**src/hdl/ulm_pkg.sv**
```systemverilog
package ulm_pkg;
  // register addresses on the processor i/o bus
  localparam logic [15:0] ADDR_DATA = 16'h00c0;  // rx buffer, tx holding, divisor low
  localparam logic [15:0] ADDR_IER  = 16'h00c1;  // interrupt enable, divisor high
  localparam logic [15:0] ADDR_LCTL = 16'h00c3;
  localparam logic [15:0] ADDR_MCTL = 16'h00c4;
  localparam logic [15:0] ADDR_LSR  = 16'h00c5;
  localparam logic [15:0] ADDR_MSR  = 16'h00c6;
  // line control fields
  localparam int LC_DAS = 7;
  localparam int LC_BRK = 6;
  localparam int LC_FPE = 5;
  localparam int LC_EPS = 4;
  localparam int LC_PAR = 3;
  localparam int LC_STP = 2;
  // modem control fields
  localparam int MC_POL  = 6;
  localparam int MC_MDM  = 5;
  localparam int MC_LOOP = 4;
  localparam int MC_AUXB = 3;
  localparam int MC_AUXA = 2;
  localparam int MC_RTS  = 1;
  localparam int MC_DTR  = 0;
  localparam logic [7:0] MC_WMASK = 8'h7f;
  // line status fields
  localparam int LS_TEMT = 6;
  localparam int LS_TX_HOLDING_EMPTY = 5;
  localparam int LS_FE   = 3;
  localparam int LS_PE   = 2;
  localparam int LS_OE   = 1;
  localparam int LS_DR   = 0;
  // values after reset
  localparam logic [7:0]  LCTL_RST = 8'h00;
  localparam logic [7:0]  MCTL_RST = 8'h00;
  localparam logic [7:0]  IER_RST  = 8'h00;
  localparam logic [15:0] DIV_RST  = 16'h0001;
  // index of the last data bit for the shortest character
  localparam logic [2:0]  DATA_LAST_MIN = 3'h4;
  localparam logic [2:0]  LEN_MAX_CODE  = 3'h3;

  typedef enum logic [2:0] {TX_IDLE, TX_START, TX_DATA, TX_PAR, TX_STOP, TX_BRK} ulm_tx_e;
  typedef enum logic [2:0] {RX_IDLE, RX_START, RX_DATA, RX_PAR, RX_STOP} ulm_rx_e;
endpackage : ulm_pkg

```
**src/hdl/ulm_tx_if.sv**
```systemverilog
`timescale 1ns/10ps
interface ulm_tx_if;
  logic       start;
  logic [7:0] data;
  logic [1:0] fmt_len;
  logic       two_stop;
  logic       par_on;
  logic       par_bit;
  logic       brk;
  logic       ready;
  logic       done;
  logic       brk_enter;
  logic       in_break;
  logic       line;
  modport ctrl (output start, data, fmt_len, two_stop, par_on, par_bit, brk,
                input  ready, done, brk_enter, in_break, line);
  modport engine (input  start, data, fmt_len, two_stop, par_on, par_bit, brk,
                  output ready, done, brk_enter, in_break, line);
endinterface : ulm_tx_if

```
**src/hdl/ulm_line_modem_ctrl.sv**
```systemverilog
// Overview of operation
// - divisor_access_select banks c0/c1 onto baud divisor
// - break_send forces zeros from next bit boundary
// - transmit holding cleared on the same clock that break starts
// - break removal resumes at next baud edge
// - force error inverts transmitted parity bit
// - even_parity_sel chooses odd or even parity
// - parity_on adds parity bit and checks it
// - multidrop sends mark/space, checks received space
// - multidrop clears even_parity_sel after each transmitted character
// - polarity bit inverts transmit and receive lines
// - loopback holds txd high, feeds rx internally
// - loopback routes control bits to modem status
// - auxiliary outputs held inactive in every mode, loopback or not
// - rts and dtr pins are inverted bits outside loopback, held high in loopback
// - empty flags stay low while break active
`timescale 1ns/10ps
module ulm_line_modem_ctrl (
  input  wire logic        clock,
  input  wire logic        rst_n,
  input  wire logic [15:0] io_addr,
  input  wire logic        io_wr,
  input  wire logic        io_rd,
  input  wire logic [7:0]  io_wdata,
  output logic      [7:0]  io_rdata,
  output logic             txd,
  input  wire logic        rxd,
  input  wire logic        cts_n,
  input  wire logic        dsr_n,
  input  wire logic        dcd_n,
  input  wire logic        ri_n,
  output logic             rts_n,
  output logic             dtr_n,
  output logic             aux_a_n,
  output logic             aux_b_n
);
  ulm_tx_if tx ();

  logic [7:0]       serial_line_control;
  logic [6:0]       serial_modem_control;
  logic [7:0]       ier;
  logic [7:0]       div_lo;
  logic [7:0]       div_hi;
  logic [15:0]      baud_cnt;
  logic [7:0]       hold;
  logic             hold_full;
  logic [7:0]       rbr;
  logic             dr;
  logic             pe;
  logic             fe;
  logic             oe;
  ulm_pkg::ulm_rx_e rx_state;
  logic [15:0]      rx_cnt;
  logic [7:0]       rx_shift;
  logic [2:0]       rx_idx;
  logic             rx_xor;
  logic             rx_pbit;

  // address decode with divisor banking
  wire logic das      = serial_line_control[ulm_pkg::LC_DAS];
  wire logic sel_data = (io_addr == ulm_pkg::ADDR_DATA);
  wire logic sel_ier  = (io_addr == ulm_pkg::ADDR_IER);
  wire logic wr_thr   = io_wr & sel_data & ~das;
  wire logic wr_dll   = io_wr & sel_data & das;
  wire logic wr_dlm   = io_wr & sel_ier & das;
  wire logic wr_ier   = io_wr & sel_ier & ~das;
  wire logic wr_lctl  = io_wr & (io_addr == ulm_pkg::ADDR_LCTL);
  wire logic wr_mctl  = io_wr & (io_addr == ulm_pkg::ADDR_MCTL);
  wire logic rd_rbr   = io_rd & sel_data & ~das;
  wire logic rd_lsr   = io_rd & (io_addr == ulm_pkg::ADDR_LSR);

  // control field views
  wire logic       brk     = serial_line_control[ulm_pkg::LC_BRK];
  wire logic       parity_error_force     = serial_line_control[ulm_pkg::LC_FPE];
  wire logic       even_parity_sel     = serial_line_control[ulm_pkg::LC_EPS];
  wire logic       par_on  = serial_line_control[ulm_pkg::LC_PAR];
  wire logic [1:0] fmt_len = serial_line_control[1:0];
  wire logic       pol     = serial_modem_control[ulm_pkg::MC_POL];
  wire logic       multidrop_on     = serial_modem_control[ulm_pkg::MC_MDM];
  wire logic       loop    = serial_modem_control[ulm_pkg::MC_LOOP];
  wire logic [15:0] divisor = {div_hi, div_lo};

  // baud generator: one tick per bit time
  wire logic tick = (divisor != 16'h0000) & (baud_cnt == divisor - 16'h0001);
  always_ff @(posedge clock or negedge rst_n) begin
    if (!rst_n) baud_cnt <= 16'h0000;
    else if (tick || baud_cnt >= divisor) baud_cnt <= 16'h0000;
    else baud_cnt <= baud_cnt + 16'h0001;
  end

  // transmit parity over the active data bits
  wire logic [7:0] len_mask = 8'hff >> (ulm_pkg::LEN_MAX_CODE - {1'b0, fmt_len});
  wire logic data_xor = ^(hold & len_mask);
  wire logic par_norm = even_parity_sel ? data_xor : ~data_xor;
  wire logic par_type = multidrop_on ? even_parity_sel : par_norm;
  assign tx.par_bit  = par_type ^ parity_error_force;
  assign tx.par_on   = par_on;
  assign tx.data     = hold;
  assign tx.fmt_len  = fmt_len;
  assign tx.two_stop = serial_line_control[ulm_pkg::LC_STP];
  assign tx.brk      = brk;
  assign tx.start    = hold_full & tx.ready;

  // status: empty flags held low through any break
  wire logic tx_holding_empty = ~hold_full & ~brk & ~tx.in_break;
  wire logic temt = tx_holding_empty & tx.ready;

  ulm_tx_engine u_tx (
    .clock (clock),
    .rst_n (rst_n),
    .tick  (tick),
    .tx    (tx)
  );

  // transmit holding register, emptied on break entry
  always_ff @(posedge clock or negedge rst_n) begin
    if (!rst_n) begin
      hold      <= 8'h00;
      hold_full <= 1'b0;
    end else if (wr_thr) begin
      hold      <= io_wdata;  // refill during break is kept for after recovery
      hold_full <= 1'b1;
    end else if (tx.brk_enter || tx.start) begin
      hold_full <= 1'b0;
    end
  end

  // line control with multidrop auto clear of parity select
  always_ff @(posedge clock or negedge rst_n) begin
    if (!rst_n) serial_line_control <= ulm_pkg::LCTL_RST;
    else if (wr_lctl) serial_line_control <= io_wdata;
    else if (tx.done && multidrop_on) serial_line_control[ulm_pkg::LC_EPS] <= 1'b0;
  end

  // modem control, interrupt enable and divisor latches
  always_ff @(posedge clock or negedge rst_n) begin
    if (!rst_n) begin
      serial_modem_control <= ulm_pkg::MCTL_RST[6:0];
      ier    <= ulm_pkg::IER_RST;
      div_lo <= ulm_pkg::DIV_RST[7:0];
      div_hi <= ulm_pkg::DIV_RST[15:8];
    end else begin
      if (wr_mctl) serial_modem_control <= io_wdata[6:0];  // bit 7 dropped
      if (wr_ier) ier <= io_wdata;
      if (wr_dll) div_lo <= io_wdata;
      if (wr_dlm) div_hi <= io_wdata;
    end
  end

  // line pins: polarity and loopback
  wire logic rx_line = loop ? tx.line : (rxd ^ pol);
  assign txd     = loop ? 1'b1 : (tx.line ^ pol);
  assign rts_n   = loop ? 1'b1 : ~serial_modem_control[ulm_pkg::MC_RTS];
  assign dtr_n   = loop ? 1'b1 : ~serial_modem_control[ulm_pkg::MC_DTR];
  assign aux_a_n = 1'b1;
  assign aux_b_n = 1'b1;

  // modem status sources
  wire logic ms_cts = loop ? serial_modem_control[ulm_pkg::MC_RTS]  : ~cts_n;
  wire logic ms_dsr = loop ? serial_modem_control[ulm_pkg::MC_DTR]  : ~dsr_n;
  wire logic ms_dcd = loop ? serial_modem_control[ulm_pkg::MC_AUXB] : ~dcd_n;
  wire logic ms_ri  = loop ? serial_modem_control[ulm_pkg::MC_AUXA] : ~ri_n;

  // receiver sampling points and completion
  // the first low sample is the start edge; below two clocks a bit it is also the start sample
  wire logic        rx_quick = (divisor[15:1] == 15'h0000);
  wire logic [15:0] rx_half  = {1'b0, divisor[15:1]} - 16'h0001;
  wire logic       rx_sample = (rx_cnt == 16'h0000);
  wire logic       rx_fin    = rx_sample & (rx_state == ulm_pkg::RX_STOP);
  wire logic [2:0] rx_last   = {1'b0, fmt_len} + ulm_pkg::DATA_LAST_MIN;
  wire logic [7:0] rx_data   = rx_shift >> (ulm_pkg::LEN_MAX_CODE - {1'b0, fmt_len});
  wire logic rx_perr = par_on & (multidrop_on ? rx_pbit : (rx_xor ^ rx_pbit ^ ~even_parity_sel));

  // receiver: mid bit sampling from the start edge
  always_ff @(posedge clock or negedge rst_n) begin
    if (!rst_n) begin
      rx_state <= ulm_pkg::RX_IDLE;
      rx_cnt   <= 16'h0000;
      rx_shift <= 8'h00;
      rx_idx   <= 3'h0;
      rx_xor   <= 1'b0;
      rx_pbit  <= 1'b0;
    end else if (rx_state == ulm_pkg::RX_IDLE) begin
      if (!rx_line) begin
        rx_state <= rx_quick ? ulm_pkg::RX_DATA : ulm_pkg::RX_START;
        rx_cnt   <= rx_quick ? divisor - 16'h0001 : rx_half;  // mid bit, not one bit late
        rx_idx   <= 3'h0;
        rx_xor   <= 1'b0;
      end
    end else if (!rx_sample) begin
      rx_cnt <= rx_cnt - 16'h0001;
    end else begin
      rx_cnt <= divisor - 16'h0001;
      unique case (rx_state)
        ulm_pkg::RX_START: begin
          rx_state <= rx_line ? ulm_pkg::RX_IDLE : ulm_pkg::RX_DATA;
          rx_idx   <= 3'h0;
          rx_xor   <= 1'b0;
        end
        ulm_pkg::RX_DATA: begin
          rx_shift <= {rx_line, rx_shift[7:1]};
          rx_xor   <= rx_xor ^ rx_line;
          rx_idx   <= rx_idx + 3'h1;
          if (rx_idx == rx_last)
            rx_state <= par_on ? ulm_pkg::RX_PAR : ulm_pkg::RX_STOP;
        end
        ulm_pkg::RX_PAR: begin
          rx_pbit  <= rx_line;
          rx_state <= ulm_pkg::RX_STOP;
        end
        ulm_pkg::RX_STOP: rx_state <= ulm_pkg::RX_IDLE;
        default: rx_state <= ulm_pkg::RX_IDLE;
      endcase
    end
  end

  // receive buffer and error flags, a new event wins over a read
  always_ff @(posedge clock or negedge rst_n) begin
    if (!rst_n) begin
      rbr <= 8'h00;
      dr  <= 1'b0;
      pe  <= 1'b0;
      fe  <= 1'b0;
      oe  <= 1'b0;
    end else if (rx_fin) begin
      rbr <= rx_data;
      dr  <= 1'b1;
      pe  <= rx_perr | (pe & ~rd_lsr);
      fe  <= ~rx_line | (fe & ~rd_lsr);
      oe  <= (dr & ~rd_rbr) | (oe & ~rd_lsr);
    end else begin
      if (rd_rbr) dr <= 1'b0;
      if (rd_lsr) begin
        pe <= 1'b0;
        fe <= 1'b0;
        oe <= 1'b0;
      end
    end
  end

  // read data selection
  wire logic [7:0] lsr_val = {1'b0, temt, tx_holding_empty, 1'b0, fe, pe, oe, dr};
  wire logic [7:0] msr_val = {ms_dcd, ms_ri, ms_dsr, ms_cts, 4'h0};
  wire logic [7:0] rd_val =
    sel_data ? (das ? div_lo : rbr) :
    sel_ier  ? (das ? div_hi : ier) :
    (io_addr == ulm_pkg::ADDR_LCTL) ? serial_line_control :
    (io_addr == ulm_pkg::ADDR_MCTL) ? {1'b0, serial_modem_control} :
    (io_addr == ulm_pkg::ADDR_LSR)  ? lsr_val :
    (io_addr == ulm_pkg::ADDR_MSR)  ? msr_val : 8'h00;

  always_ff @(posedge clock or negedge rst_n) begin
    if (!rst_n) io_rdata <= 8'h00;
    else io_rdata <= io_rd ? rd_val : 8'h00;
  end

  // checks on the control behaviour
  a_break_line_low: assert property (@(posedge clock) disable iff (!rst_n)
    (tx.in_break && !loop) |-> txd == pol)
    else $error("txd not held at break level");
  a_break_hold_clear: assert property (@(posedge clock) disable iff (!rst_n)
    (tx.brk_enter && !wr_thr) |=> !hold_full && tx.in_break)
    else $error("holding data survived break entry");
  a_break_flags_low: assert property (@(posedge clock) disable iff (!rst_n)
    (brk || tx.in_break) |-> !lsr_val[ulm_pkg::LS_TX_HOLDING_EMPTY] && !lsr_val[ulm_pkg::LS_TEMT])
    else $error("empty flag high during break");
  a_mdrop_eps_clear: assert property (@(posedge clock) disable iff (!rst_n)
    (tx.done && multidrop_on && !wr_lctl) |=> !serial_line_control[ulm_pkg::LC_EPS])
    else $error("parity select not cleared after multidrop character");
  a_loop_pins_idle: assert property (@(posedge clock) disable iff (!rst_n)
    loop |-> txd && rx_line == tx.line)
    else $error("loopback pin routing wrong");
  a_loop_status_map: assert property (@(posedge clock) disable iff (!rst_n)
    loop |-> msr_val[7:4] == {serial_modem_control[3:2], serial_modem_control[0],
                              serial_modem_control[1]})
    else $error("loopback modem status mapping wrong");
  a_rts_dtr_inverse: assert property (@(posedge clock) disable iff (!rst_n)
    (wr_mctl && !io_wdata[ulm_pkg::MC_LOOP]) |=> rts_n == !$past(io_wdata[1]) &&
                                                 dtr_n == !$past(io_wdata[0]))
    else $error("rts or dtr pin not inverse of control bit");
  a_aux_inactive: assert property (@(posedge clock) disable iff (!rst_n)
    aux_a_n && aux_b_n)
    else $error("auxiliary output active");
  a_mctl_readback: assert property (@(posedge clock) disable iff (!rst_n)
    wr_mctl ##1 !wr_mctl ##1 (io_rd && io_addr == ulm_pkg::ADDR_MCTL && !io_wr) |=>
      io_rdata == {1'b0, $past(io_wdata[6:0], 3)})
    else $error("modem control read back wrong");
  a_divisor_bank: assert property (@(posedge clock) disable iff (!rst_n)
    (io_wr && sel_data && das) |=> div_lo == $past(io_wdata) && !$rose(hold_full))
    else $error("divisor bank write misrouted");
  a_idle_line_level: assert property (@(posedge clock) disable iff (!rst_n)
    (!loop && tx.ready) |-> txd == !pol)
    else $error("idle transmit level ignores polarity");
  a_force_par_flip: assert property (@(posedge clock) disable iff (!rst_n)
    (tx.start && parity_error_force && !multidrop_on) |-> tx.par_bit == (even_parity_sel ^ data_xor))
    else $error("forced parity bit not inverted");
  a_mdrop_par_type: assert property (@(posedge clock) disable iff (!rst_n)
    (tx.start && multidrop_on && !parity_error_force) |-> tx.par_bit == even_parity_sel)
    else $error("multidrop parity bit not mark or space");
  a_rx_space_chk: assert property (@(posedge clock) disable iff (!rst_n)
    (rx_fin && par_on && multidrop_on && rx_pbit) |=> pe)
    else $error("multidrop mark parity not flagged");
endmodule : ulm_line_modem_ctrl

```
**src/hdl/ulm_tx_engine.sv**
```systemverilog
`timescale 1ns/10ps
module ulm_tx_engine (
  input wire logic clock,
  input wire logic rst_n,
  input wire logic tick,
  ulm_tx_if.engine tx
);
  ulm_pkg::ulm_tx_e state;
  logic [7:0]       shreg;
  logic [2:0]       bit_idx;
  logic             stop2;
  logic             par_q;
  logic             line_q;
  logic             done_q;

  // frame geometry and break entry at a bit boundary
  wire logic [2:0] last_idx = {1'b0, tx.fmt_len} + ulm_pkg::DATA_LAST_MIN;
  assign tx.brk_enter = tick & tx.brk & (state != ulm_pkg::TX_BRK);
  assign tx.ready     = (state == ulm_pkg::TX_IDLE) & ~tx.brk;
  assign tx.in_break  = (state == ulm_pkg::TX_BRK);
  assign tx.line      = line_q;
  assign tx.done      = done_q;

  // serialiser: start, data lsb first, parity, one or two stops
  always_ff @(posedge clock or negedge rst_n) begin
    if (!rst_n) begin
      state   <= ulm_pkg::TX_IDLE;
      shreg   <= 8'h00;
      bit_idx <= 3'h0;
      stop2   <= 1'b0;
      par_q   <= 1'b0;
      line_q  <= 1'b1;
      done_q  <= 1'b0;
    end else begin
      done_q <= 1'b0;
      if (tx.brk_enter) begin
        state  <= ulm_pkg::TX_BRK;  // shift register contents dropped
        line_q <= 1'b0;
      end else begin
        unique case (state)
          ulm_pkg::TX_IDLE: if (tx.start) begin
            shreg   <= tx.data;
            par_q   <= tx.par_bit;
            bit_idx <= 3'h0;
            line_q  <= 1'b0;
            state   <= ulm_pkg::TX_START;
          end
          ulm_pkg::TX_START: if (tick) begin
            line_q <= shreg[0];
            state  <= ulm_pkg::TX_DATA;
          end
          ulm_pkg::TX_DATA: if (tick) begin
            if (bit_idx == last_idx) begin
              if (tx.par_on) begin
                line_q <= par_q;
                state  <= ulm_pkg::TX_PAR;
              end else begin
                line_q <= 1'b1;
                stop2  <= tx.two_stop;
                state  <= ulm_pkg::TX_STOP;
              end
            end else begin
              line_q  <= shreg[1];
              shreg   <= {1'b0, shreg[7:1]};
              bit_idx <= bit_idx + 3'h1;
            end
          end
          ulm_pkg::TX_PAR: if (tick) begin
            line_q <= 1'b1;
            stop2  <= tx.two_stop;
            state  <= ulm_pkg::TX_STOP;
          end
          ulm_pkg::TX_STOP: if (tick) begin
            if (stop2) begin
              stop2 <= 1'b0;
            end else begin
              done_q <= 1'b1;
              state  <= ulm_pkg::TX_IDLE;
            end
          end
          ulm_pkg::TX_BRK: if (tick && !tx.brk) begin
            line_q <= 1'b1;  // recovery on the next baud edge
            state  <= ulm_pkg::TX_IDLE;
          end
        endcase
      end
    end
  end

  // break and parity timing checks
  a_break_entry_low: assert property (@(posedge clock) disable iff (!rst_n)
    tx.brk_enter |=> (state == ulm_pkg::TX_BRK) && !line_q)
    else $error("break entry did not drive the line low");
  a_break_resume_edge: assert property (@(posedge clock) disable iff (!rst_n)
    (state == ulm_pkg::TX_BRK && tick && !tx.brk) |=> state == ulm_pkg::TX_IDLE && line_q)
    else $error("no recovery at the baud edge after break");
  a_parity_slot_bit: assert property (@(posedge clock) disable iff (!rst_n)
    (state == ulm_pkg::TX_PAR) |-> line_q == par_q)
    else $error("parity slot carries the wrong bit");
endmodule : ulm_tx_engine

```
**config.mk**
```make
export PLATFORM = sky130hd
export DESIGN_NAME = ulm_line_modem_ctrl
export DESIGN_NICKNAME = d
export VERILOG_FILES = /design/src/hdl/ulm_pkg.sv /design/src/hdl/ulm_tx_if.sv /design/src/hdl/ulm_line_modem_ctrl.sv /design/src/hdl/ulm_tx_engine.sv
export SDC_FILE = /design/constraint.sdc
export NUM_CORES = 1
export LEC_CHECK = 0
export ABC_AREA = 0
export BUFFER_PORTS_ARGS = -buffer_cell sky130_fd_sc_hd__buf_4
export CAP_MARGIN = 20
export CELL_PAD_IN_SITES_DETAIL_PLACEMENT = 0
export CELL_PAD_IN_SITES_GLOBAL_PLACEMENT = 1
export CORE_MARGIN = 4
export CORE_UTILIZATION = 40
export DETAILED_ROUTE_END_ITERATION = 10
export MAX_ROUTING_LAYER = met4
export PLACE_DENSITY_LB_ADDON = 0.1
export REMOVE_ABC_BUFFERS = 1
export SLEW_MARGIN = 20
export SYNTH_ARGS = -nofsm -noshare
export SYNTH_HDL_FRONTEND = slang
export SYNTH_HIERARCHICAL = 1
export SYNTH_SLANG_ARGS = --single-unit
```
**constraint.sdc**
```tcl
create_clock -name clock -period 5.7 [get_ports clock]
set_input_delay 0.855 -clock clock [delete_from_list [all_inputs] [get_ports clock]]
set_output_delay 0.855 -clock clock [all_outputs]
set_load 0.03 [all_outputs]
```
==> results by group <==
Finish
  • # nets final: 989
  • Core Util, Final: 45.87%
  • Layout cells sized above 1: 17.48%
  • Antenna fix cells: 0
  • P&R area growth vs syn: 12.11%
  • Final instance area: 9704 sq um

Pwr
  • Max VDD drop: 0.1507 mV
  • Psw: 0.5257 mW
  • PD cells: 213.8 nW/um^2
  • Clock network power share: 50.9%
  • Switching Fraction: 25.34%
  • Combinational fraction of design power: 3.3%
  • Leak Pwr: 4.154 nW
  • Int Pwr: 1.549 mW
  • Share of power burned in registers: 45.8%

Logic synthesis
  • Post-Synth XOR/XNOR Area: 8.167%
  • Seq/Total Area, Yosys: 38.77%
  • Area leader, netlist: dfrtp_1
  • Cells after Synth: 919
  • Synth cell types: 78
  • Post-synthesis register bit count: 134
  • Post-synthesis adder-cell area fraction: 3.614%
  • Prevailing post-synth register cell: dfrtp_1
  • EDFF count, synth: 0
  • Synthesized area per cell: 9.419 sq um
  • Mux share of post-synthesis cell area: 11.20%
  • Post-Synth Simple-Gate Area: 16.39%
  • Yosys top cell area share: 38.16%
  • Ys async rst share: 100.0%
  • Mapped Area: 8656 sq um
  • Syn. warnings: 6
  • Synth Area in Compound Gates: 17.01%
  • Area contributors post-synth: dfrtp_1, mux2_2, xnor2_1
  • Largest family of logic cells by synthesized area: compound AO/OA/AOI/OAI gates

Setup path
  • Worst Setup SP: div_lo[1]
  • Slowest cell on the critical path: or4b_4
  • Crit. End Element: flip-flop
  • Req. time, crit path: 6.01 ns
  • Reg-to-reg startpoint: div_lo[1]
  • Critical path, cell by cell: inv_1, ha_1, or3b_1, or4b_4, a32o_1, or4_1, and4bb_1, and2_1, mux2i_1, nor4_2, o21ai_2, o221a_2
  • CP Class: reg2reg
  • CP peak stage delay: 0.63 ns
  • Crit-path max FO: 18
  • Critical Path Start Type: flip-flop
  • Worst EP arrival: 5.01 ns

Clock network
  • Cts repair resizes: 0
  • Num Clock Sinks: 134
  • CTS max path bufs: 2
  • Clk slew on worst S/H paths: 0.07 ns
  • TritonCTS clock tree: done
  • Post-CTS Setup Bufs: 0
  • # H-tree levels: 4
  • CTS Buf Count: 17
  • CTS hold repair buffers: 0
  • Root Driver: clkbuf_16
  • Worst-skew pair later-pin latency: 0.42 ns

Placement
  • Placed Instance Area: 9140 sq um
  • Port-buffer cells: 43
  • Post-DP HPWL: 18.31 mm
  • Routability cong.: 0.9578

Floorplan
  • Die Y: 155.1 microns
  • Starting Density: 40.92%
  • CORE AREA: 21150 sq um
  • Die width: 155.1 microns
  • Die area: 24060 sq um
  • # IOs: 46
  • FP Rows: 53

Worst hold path
  • Hold Startpoint: u_tx/stop2
  • Min-delay worst type: reg2reg

Flow run
  • Max-cap violations: 0

Timing
  • Fmax: 212.4 MHz
  • Worst Max-Slew Pin Slew: 1.017 ns
  • Fin crit share: 82.59%
  • RSZ-0062 raised after global routing: false
  • Final setup TNS: 0 ns
  • Max-slew headroom: 31.92%
  • Finish-stage setup viols: 0
  • Tmin final: 4.708 ns
  • Fin. Hold Viols: 0
  • Slew Limit Fails: 0
  • Clk_skew: 0.01140 ns

Global route
  • Gr usage total: 21.64%
  • First-pass GRT wire length: 39.92 mm
  • Vias in the first global route: 7076
  • GRT Residual Overflow: 0
  • Pin count of the biggest net entering global routing: 89
  • Antenna violations before repair: 0

Route
  • DR vias: 7101
  • DR pass1 iterations: 5
  • Post-route ant nets: 0
  • Vias per cell: 5.825
  • DRC viols: 0
  • Detailed Route WL: 24.77 mm
  • Wire length per cell: 20.32 microns
  • Iteration-0 DRC Markers: 486

Outcome
  • Outcome: finished clean
layout make-up:
type                            count  area, sq um
Fill cell                        2020        11450
Timing Repair Buffer               51        386.6
Tap cell                          275        344.1
Multi-Input combinational cell    688         4911
Sequential cell                   134         3356
Clock inverter                     15        135.1
Inverter                           39        146.4
Clock buffer                       17        425.4
sequential cells by signal, summed over array words and instances (netlist names), 3 cells and up:
name and count:
u_tx/shreg 8, rx_idx 3, serial_line_control 8, ier 8, div_hi 8, rx_cnt 16
rx_shift 8, serial_modem_control 7, baud_cnt 16, rbr 8, div_lo 8, u_tx/bit_idx 3
rx_state 3, u_tx/state 3, hold 8, io_rdata 8
stage by stage:
step | hold slack, ns | setup slack (ns) | total power, mW | cells
floorplan | 0.4237 | 0.9906 | 0.9843 | 861
global placement | 0.4621 | 1.191 | 1.037 | 1187
detailed placement | 0.4669 | 1.004 | 1.038 | 1187
CTS | 0.4836 | 0.9921 | 2.102 | 1219
global route | 0.5189 | 0.7240 | 2.158 | 1219
finish | 0.4801 | 0.9924 | 2.075 | 1219
critical path: cells and delay by family, from the launching register on:
family,cells,cell delay [ns]
AOI/OAI and AO/OA,3,0.87
DFF,1,0.42
muxes,1,0.16
buffers and inverters,1,0.17
and+or+nand+nor,6,2.75
adders and majority gates,1,0.21
path summary, 6_finish.rpt:
kind,endpoint,slack [ns],cells past startpoint
min in group asynchronous,baud_cnt[11],0.50,1
max in group asynchronous,div_lo[1],4.04,2
worst min-delay path,u_tx/tx.done,0.48,1
worst max register to register,u_tx/bit_idx[2],0.99,12
worst max-delay path,u_tx/bit_idx[2],0.99,12
worst min register to register,u_tx/tx.done,0.48,1
cells in the mapped netlist (all sizes together), types with 3 or more instances:
master	n
a211oi	26
a21o	9
a21oi	42
a221oi	4
a22o	5
a2bb2oi	7
a31oi	5
a32o	3
a32oi	4
and2	4
and3	6
buf	18
clkbuf	41
dfrtp	132
ha	25
inv	39
mux2	63
mux2i	26
nand2	80
nand2b	6
nand3	22
nand3b	4
nand4	15
nor2	53
nor2b	9
nor3	25
nor3b	4
nor4	20
o211ai	4
o21a	10
o21ai	71
o22ai	4
o31ai	4
or2	4
or3	5
or4	7
or4b	3
xnor2	58
xnor3	3
xor2	15
cells by family after synthesis:
logic type,after synthesis
AND/OR/NAND/NOR,275
AO/OA/AOI/OAI,221
flip-flops,134
buffers and inverters,98
multiplexers,89
XOR/XNOR,76
adder cells (fa/ha/maj),25
other,1
power groups by stage:
| stage | Clock, mW | Combinational [mW] | Sequential, mW |
|---|---|---|---|
| after global placement | 0 | 0.0683 | 0.969 |
| final | 1.06 | 0.0676 | 0.951 |
| after floorplan | 0 | 0.0151 | 0.969 |
| after CTS | 1.08 | 0.0693 | 0.951 |
| after global routing | 1.13 | 0.0756 | 0.950 |
| after detailed placement | 0 | 0.0689 | 0.969 |
per-layer routing:
metal	part of all wire [%]	track usage (%)	vias up
li1	-	-	3358
met2	47	33.92	211
met5	0	-	-
met1	46	29.24	3493
met3	4.1	3.338	39
met4	2.4	6.308	0
layout by cell type (no fill, tap or decap), types with 10 or more instances in the layout:
master	instances
dfrtp_1	132
nand2_1	80
o21ai_0	67
mux2_2	63
xnor2_1	58
nor2_1	53
buf_4	50
a21oi_1	42
inv_1	39
mux2i_1	26
a211oi_1	25
ha_1	25
nor3_1	23
nand3_1	22
nor4_1	17
clkbuf_16	17
nand4_1	15
xor2_1	15
o21a_1	10
Note: power is estimated with default switching activity, not from simulation.
